File: src/rtl/test_dac_defines.vh
// Register map, field positions, reset values and timing figures of the test converter.
// Included by the converter top and its sigma-delta core; definitions only.
`ifndef TEST_DAC_DEFINES_VH
`define TEST_DAC_DEFINES_VH

// Clock rate
`define REF_CLK_PERIOD_NS      40
`define REF_CLK_MHZ            25

// Register indexes on the plain port
`define ADDR_W                 4
`define REG_TEST_MODE          4'h0
`define REG_OFFSET_GAIN        4'h1
`define REG_CLOCK_CTRL         4'h2
`define REG_STATUS             4'h3

// Test-mode word fields
`define TEST_MODE_LSB          14
`define TEST_MODE_MSB          17
`define TEST_MODE_PLAIN        4'h7
`define TEST_MODE_OFFSET       4'hA
`define TEST_MODE_RESET        32'h00000000
`define TEST_MODE_PLAIN_WORD   32'h0001C00C

// Offset removal and signal gain fields
`define OFFSET_LSB             16
`define OFFSET_MSB             27
`define GAIN_LSB               28
`define GAIN_MSB               31
`define OFFSET_GAIN_RESET      32'h00000000
// One offset step is full scale / 4096, full scale is 32768 counts
`define OFFSET_SHIFT           3

// Clock control fields
`define DEMOD_DIV_LSB          0
`define DEMOD_DIV_MSB          7
`define RECOV_DIV_LSB          8
`define RECOV_DIV_MSB          15
`define DEMOD_SEL_BIT          16
`define CLOCK_CTRL_RESET       32'h00000102

// Sigma-delta full-scale levels and error limit
`define SD_POS_LEVEL           24'h007FFF
`define SD_NEG_LEVEL           24'hFF8000
`define SD_ERR_LIMIT           24'h040000

`endif

File: src/rtl/sigma_delta_mod2.v
// Second-order error-feedback sigma-delta modulator with a one-bit quantizer.
// Assumes step pulses once per converter clock and data_in holds between steps.
`timescale 1ns/1ps
`include "test_dac_defines.vh"

module sigma_delta_mod2 (
  // Clock and reset
  input  wire        clk,
  input  wire        rst,
  // Converter clock strobe and enable
  input  wire        step,
  input  wire        enable,
  // Signed sample in, bit stream out
  input  wire [15:0] data_in,
  output reg         bit_out
);

  reg  signed [23:0] err1_r;
  reg  signed [23:0] err2_r;
  wire signed [23:0] x_ext;
  wire signed [23:0] v;
  wire signed [23:0] q;
  wire signed [23:0] e_raw;
  wire signed [23:0] e_sat;

  // Quantizer input: x - 2 e[n-1] + e[n-2], noise shaped by (1 - z^-1)^2
  assign x_ext = {{8{data_in[15]}}, data_in};
  assign v     = x_ext - (err1_r <<< 1) + err2_r;
  assign q     = v[23] ? `SD_NEG_LEVEL : `SD_POS_LEVEL;
  assign e_raw = q - v;
  // Bound the error so an overloaded input cannot run the loop away
  assign e_sat = (e_raw > $signed(`SD_ERR_LIMIT)) ? $signed(`SD_ERR_LIMIT) :
                 (e_raw < -$signed(`SD_ERR_LIMIT)) ? -$signed(`SD_ERR_LIMIT) : e_raw;

  // Sign of quantizer input, error fed back through both stages
  always @(posedge clk)
  begin
    if (rst)
    begin
      err1_r  <= 24'h000000;
      err2_r  <= 24'h000000;
      bit_out <= 1'b0;
    end
    else if (!enable)
    begin
      err1_r  <= 24'h000000;
      err2_r  <= 24'h000000;
      bit_out <= 1'b0;
    end
    else if (step)
    begin
      bit_out <= ~v[23]; // RQ12
      err1_r  <= e_sat;  // RQ12
      err2_r  <= err1_r; // RQ1
    end
  end

endmodule // sigma_delta_mod2

File: config.mk
export PLATFORM = sky130hd
export DESIGN_NAME = sigma_delta_mod2
export DESIGN_NICKNAME = d
export VERILOG_FILES = /design/src/rtl/sigma_delta_mod2.v
export VERILOG_INCLUDE_DIRS = /design/src /design/src/rtl
export SDC_FILE = /design/constraint.sdc
export NUM_CORES = 1
export LEC_CHECK = 0
export ABC_AREA = 0
export BUFFER_PORTS_ARGS = -buffer_cell sky130_fd_sc_hd__buf_2
export CAP_MARGIN = 20
export CORE_ASPECT_RATIO = 0.7
export CORE_MARGIN = 2
export CORE_UTILIZATION = 47
export DETAILED_ROUTE_END_ITERATION = 10
export PLACE_DENSITY_LB_ADDON = 0.08
export SETUP_SLACK_MARGIN = 0.3
export SYNTH_ARGS = -nofsm -noshare
export SYNTH_HDL_FRONTEND = slang
export SYNTH_SLANG_ARGS = --single-unit
File: constraint.sdc
create_clock -name clk -period 18.83 [get_ports clk]
set_input_delay 1.883 -clock clk [delete_from_list [all_inputs] [get_ports clk]]
set_output_delay 1.883 -clock clk [all_outputs]
set_load 0.02 [all_outputs]
==> results.toml, run 1 <==
[sta]
period_needed_ns = 8.86
fin_skew_ns = 0.00841
hold_viol = 0
max_freq_ghz = 0.113
setup_tns_ns = 0
max_slew_margin_pct = 41.5
rsz0062_at_grt = "no"
post-route-period-util_pct = 47.0
worst_pin_slew_ns = 0.872
slew_viol_final = 0
setup_viol = 0

[global_route]
grt_pass1_vias = 5104
antenna_found_initial = 0
use_met1_pct = 37.1
grt_use_total_pct = 25.0
grt_use_met2_pct = 38.9
grt_pass1_wl_um = 27600
grt_overflow = 0
use_met3_pct = 3.92
gr-max-usage-layer = "met2"
grt_max_degree = 34

[cts]
cts.sinks = 49
post_cts_resized = 0
cts_buffers = 5
cts_tree = "yes"
cts-root-buf = "clkbuf_16"
cts_buffer_depth = 2
clkTransAtPathRegs_ns = 0.06
post-cts-setup-buffers = 0
cts_hold_buf = 0
clock_latency_ns = 0.29
htreeDepth = 2

[worst_setup_path]
r2r_start = "err2_r[10]"
crit_required_ns = 19.06
rrSetupSlack_ns = 11.58
crit_type = "input pin to register"
r2r-end = "err1_r[0]"
arrival_ns = 9.09
r2r_cells = 22
path_max_fanout = 32
start_kind = "input pin"
endpoint_kind = "register"

[synthesis]
synth_xor_area_share_pct = 8.84
synth.top_cell.area_share_pct = 16.4
ys_top_cells_by_area = "dfxtp_1 (16%), ha_1 (7.8%), fa_1 (7.4%)"
synthMuxAreaShare_pct = 6.22
synth_top_family_by_area = "compound AO/OA/AOI/OAI gates"
ys_seq_area_share_pct = 16.4
synth_simple_gate_area_share_pct = 18.1
synth-edff-count = 0
ys_warn_count = 0
avgSynthCellArea_um2 = 7.94
synthAdderAreaFrac_pct = 15.5
synth_top_cell_by_area = "dfxtp_1"
yosysUniqueCellTypes = 86
synth-seq-cells = 49
synth_area_um2 = 5970
synthArstFlopShare_pct = 0
synth_nets = 831
syn_inst = 752
synthFlopType = "dfxtp_1"
synth_compound_area_share_pct = 26.3

[layout]
layout.cells.non_filler = 918
n_antenna_cell = 0
final_cell_mix = "inv_1 (94), nor2_1 (65), a21oi_1 (50)"
nets = 834
final_common_cell = "inv_1"
nFillCells = 1225
synthToLayoutAreaGrowth_pct = 6.39
drive_gt1_share_pct = 9.79

[drt]
ant_nets = 0
wl_per_cell_um = 18.2
totalWireLength_um = 16700
dr.first_iter.drc_count = 475
first_pass_iters = 5
vias = 5434
drc = 0
viasPerCell = 5.92

[status]
status = "finished clean"

[floorplanning]
core_region_area_um2 = 12400
die_y_um = 98.3
die_x_um = 139
pin_count = 21
fp.dieArea_um2 = 13600
rows = 34
initial_core_util_pct = 48.1

[flow_run]
drv_cap = 0

[min_path]
whs_path_depth = 2
min_from = "err2_r[20]"
hold_path_end = "err2_r[20]"
hold_path_class = "register to register"

[place]
dp.cells = 908
gp_congestion = 0.912
io_buffers = 20
dp_hpwl_um = 13200
worst max-delay path, cell delays in order:
cell and delay (ns):
buf_2 0.11, inv_1 0.24, fa_1 0.60, inv_1 0.04, ha_1 0.41, a21oi_4 0.23
o21ai_1 0.16, a21oi_2 0.35, nand3_4 0.23, xnor2_4 0.19, inv_2 0.47, ha_1 0.43
o41ai_2 0.40, o22ai_1 0.15, a211oi_2 0.31, o31ai_2 0.13, a311oi_1 0.53, nor2_1 0.16
xor2_1 0.22, a2111oi_0 0.49, nand4_1 0.28, a31oi_4 0.74, a32o_1 0.28
worst max path at each step:
stage,start,to,slack [ns],cells after the start
2_1_floorplan,data_in[15],err1_r[11],10.10,28
3_3_place_gp,data_in[15],err1_r[6],9.59,24
3_5_place_dp,data_in[15],err1_r[0],9.80,23
4_1_cts,data_in[15],err1_r[0],10.04,23
5_1_grt,data_in[15],err1_r[4],9.35,23
6_report,data_in[15],err1_r[0],9.97,23
per-stage QoR:
| step | hold WS (ns) | worst slack (ns) | utilization, % | cell area (µm²) |
|---|---|---|---|---|
| floorplan | 0.460 | 10.10 | - | 5970 |
| global placement | 0.473 | 9.59 | 49.6 | 6170 |
| detailed placement | 0.480 | 9.80 | 49.7 | 6180 |
| CTS | 0.500 | 10.04 | 51.0 | 6330 |
| global route | 0.523 | 9.35 | 51.1 | 6350 |
| finish | 0.492 | 9.97 | 51.1 | 6350 |
sequential cells by signal, indices dropped and copies added (netlist names):
| name | flops |
|---|---|
| err2_r | 24 |
| bit_out | 1 |
| err1_r | 24 |
cell usage after synthesis (all sizes together) (3+ instances only):
cell type and number:
inv 95, nor2 66, a21oi 54, dfxtp 49
nand2 47, ha 37, mux2i 36, xnor2 33
o21ai 32, fa 22, a32o 21, nand3 21
buf 18, nor3 17, xor2 17, a21o 15
clkbuf 15, nand2b 14, a31oi 13, nand4 10
o211ai 10, and3 9, o31ai 7, a211oi 6
and2 6, or3 6, a41oi 5, nor2b 5
o21a 5, o221ai 5, a311oi 4, o2111ai 4
a2111oi 3, a22oi 3, nor4 3, o22ai 3
or2 3
logic make-up (layout without fill, tap and decap cells):
group                    Yosys count  after routing
AO/OA/AOI/OAI                    209            209
XOR/XNOR                          51             51
adder cells (fa/ha/maj)           61             61
buffers and inverters            128            132
flip-flops                        49             49
multiplexers                      37             37
AND/OR/NAND/NOR                  217            217
layer usage:
layer | wire length [µm] | share of wire, %
met4 | 221 | 1.3
met2 | 7250 | 43
met1 | 8280 | 49
met5 | 0 | 0
met3 | 996 | 5.9
final cells by class:
type | count | area [µm²] | area share [%]
multi-input cells | 575 | 4480 | 70.5
clock buffers | 6 | 139 | 2.19
repair buffers | 29 | 179 | 2.82
flip-flops and latches | 49 | 981 | 15.4
inverters | 95 | 357 | 5.61
well taps | 162 | 203 | 3.19
clock inverters | 2 | 13.8 | 0.217
Power of run 1 is not shown: default switching activity piles up to over one toggle a cycle in this logic, so the estimate is an artifact.
==> run 2: changes to the inputs <==
Clock period 18.83 ns to 8.8 ns, I/O delays scaled along.
==> run 2 against run 1 <==
Net effect:
- utilization down 0.050 points
- non-clock buffer count up 1
- die area unchanged
- setup slack worse by 9.0 ns
- design area about the same
- largest cell class unchanged
- wire length down 0.26%
- clock skew down 0.0049 ns
- first-iteration DRC count down 14%
- via count up 0.81%
- critical path depth up 2
- global-route usage down 0.29 points
- worst hold slack better by 0.0028 ns
==> results.toml, run 2 (same netlist as run 1, synthesis figures left out) <==
[status]
status = "finished clean"

[place]
dp_hpwl_um = 13400
dp_slack_ns = 0.766
io_buffers = 20
placed_area_um2 = 6190
gp_congestion = 0.903

[layout]
final_common_cell = "inv_1"
n_antenna_cell = 0
nets = 835
top_regs = "err1_r x24, err2_r x24, bit_out x1"
final_cell_mix = "inv_1 (94), nor2_1 (66), a21oi_1 (50)"
drive_gt1_share_pct = 9.78
synthToLayoutAreaGrowth_pct = 6.29
fin_area_um2 = 6350
nFillCells = 1215

[drt]
viasPerCell = 5.96
ant_nets = 0
first_pass_iters = 5
drc = 0
totalWireLength_um = 16700
dr.first_iter.drc_count = 409
vias = 5478
wl_per_cell_um = 18.2

[cts]
clkTransAtPathRegs_ns = 0.07
htreeDepth = 2
post_cts_resized = 0
post-cts-setup-buffers = 0
cts.sinks = 49
clock_latency_ns = 0.29
cts_tree = "yes"
cts-root-buf = "clkbuf_16"
cts_buffer_depth = 2
cts_buffers = 5
cts_hold_buf = 0

[sta]
post-route-period-util_pct = 89.3
rsz0062_at_grt = "no"
setup_viol = 0
worst_pin_slew_ns = 1.07
max_slew_margin_pct = 28.6
max_freq_ghz = 0.127
period_needed_ns = 7.86
worst_slack_ns = 0.942
hold_viol = 0
setup_tns_ns = 0
fin_skew_ns = 0.00348
slew_viol_final = 0

[global_route]
antenna_found_initial = 0
grt_pass1_vias = 5157
grt_use_total_pct = 24.7
grt_pass1_wl_um = 27100
grt_overflow = 0
grt_max_degree = 34

[floorplanning]
die_x_um = 139
pin_count = 21
core_region_area_um2 = 12400
fp.dieArea_um2 = 13600
die_y_um = 98.3
initial_core_util_pct = 48.1
rows = 34

[min_path]
min_from = "err2_r[1]"
whs_path_depth = 2
hold_path_end = "err2_r[1]"
hold_path_class = "register to register"

[worst_setup_path]
arrival_ns = 8.09
cp_top_family = "compound AO/OA/AOI/OAI gates"
r2r-end = "err1_r[7]"
start_kind = "input pin"
critPathBufInv = 4
rrSetupSlack_ns = 1.60
slowest_delay_ns = 0.87
crit_type = "input pin to register"
r2r_start = "err2_r[20]"
r2r_cells = 24
path_max_fanout = 19
endpoint_kind = "register"
crit_required_ns = 9.03
crit_slowest_cell = "nor3_2"

[flow_run]
drv_cap = 0
## run 2: metal layers
layer	GRT usage, %	vias up	routed length [µm]
met2	39.5	151	7340
met5	0	-	0
met3	3.38	20	878
li1	-	2693	-
met1	35.9	2614	8180
met4	4.97	0	301
## run 2: metrics by stage
stage / hold slack, ns / std cells / utilization (%)
5_1_grt: 0.531 / 919 / 51.1
4_1_cts: 0.499 / 918 / 51.0
3_3_place_gp: 0.473 / 910 / 49.8
3_5_place_dp: 0.481 / 910 / 49.8
2_1_floorplan: 0.460 / 752 / -
6_report: 0.495 / 919 / 51.1
## run 2: worst reg2reg max path, delay by kind of cell (launching register included)
kind,cells,cell delay (ns)
flops,1,0.34
simple gates,7,2.12
compound gates,8,2.32
buf+inv,3,0.27
xor+xnor,2,0.48
fa+ha+maj,4,1.62
## run 2: cell type report
cell class | count | area [µm²] | share of cell area, %
Clock buffer | 6 | 139 | 2.19
Multi-Input combinational cell | 575 | 4480 | 70.6
Clock inverter | 2 | 13.8 | 0.217
Sequential cell | 49 | 981 | 15.5
Inverter | 95 | 357 | 5.62
Tap cell | 162 | 203 | 3.19
Timing Repair Buffer | 30 | 175 | 2.76
## run 2: worst max path at each step
stage / slack [ns] / end / cells after the start / start
3_3_place_gp: 0.94 / err1_r[2] / 26 / data_in[15]
3_5_place_dp: 0.77 / err1_r[7] / 25 / data_in[15]
5_1_grt: 0.35 / err1_r[8] / 25 / data_in[15]
6_report: 0.94 / err1_r[7] / 25 / data_in[15]
4_1_cts: 1.04 / err1_r[7] / 25 / data_in[15]
2_1_floorplan: 1.07 / err1_r[11] / 28 / data_in[15]
Power of run 2 is left out for the same reason.
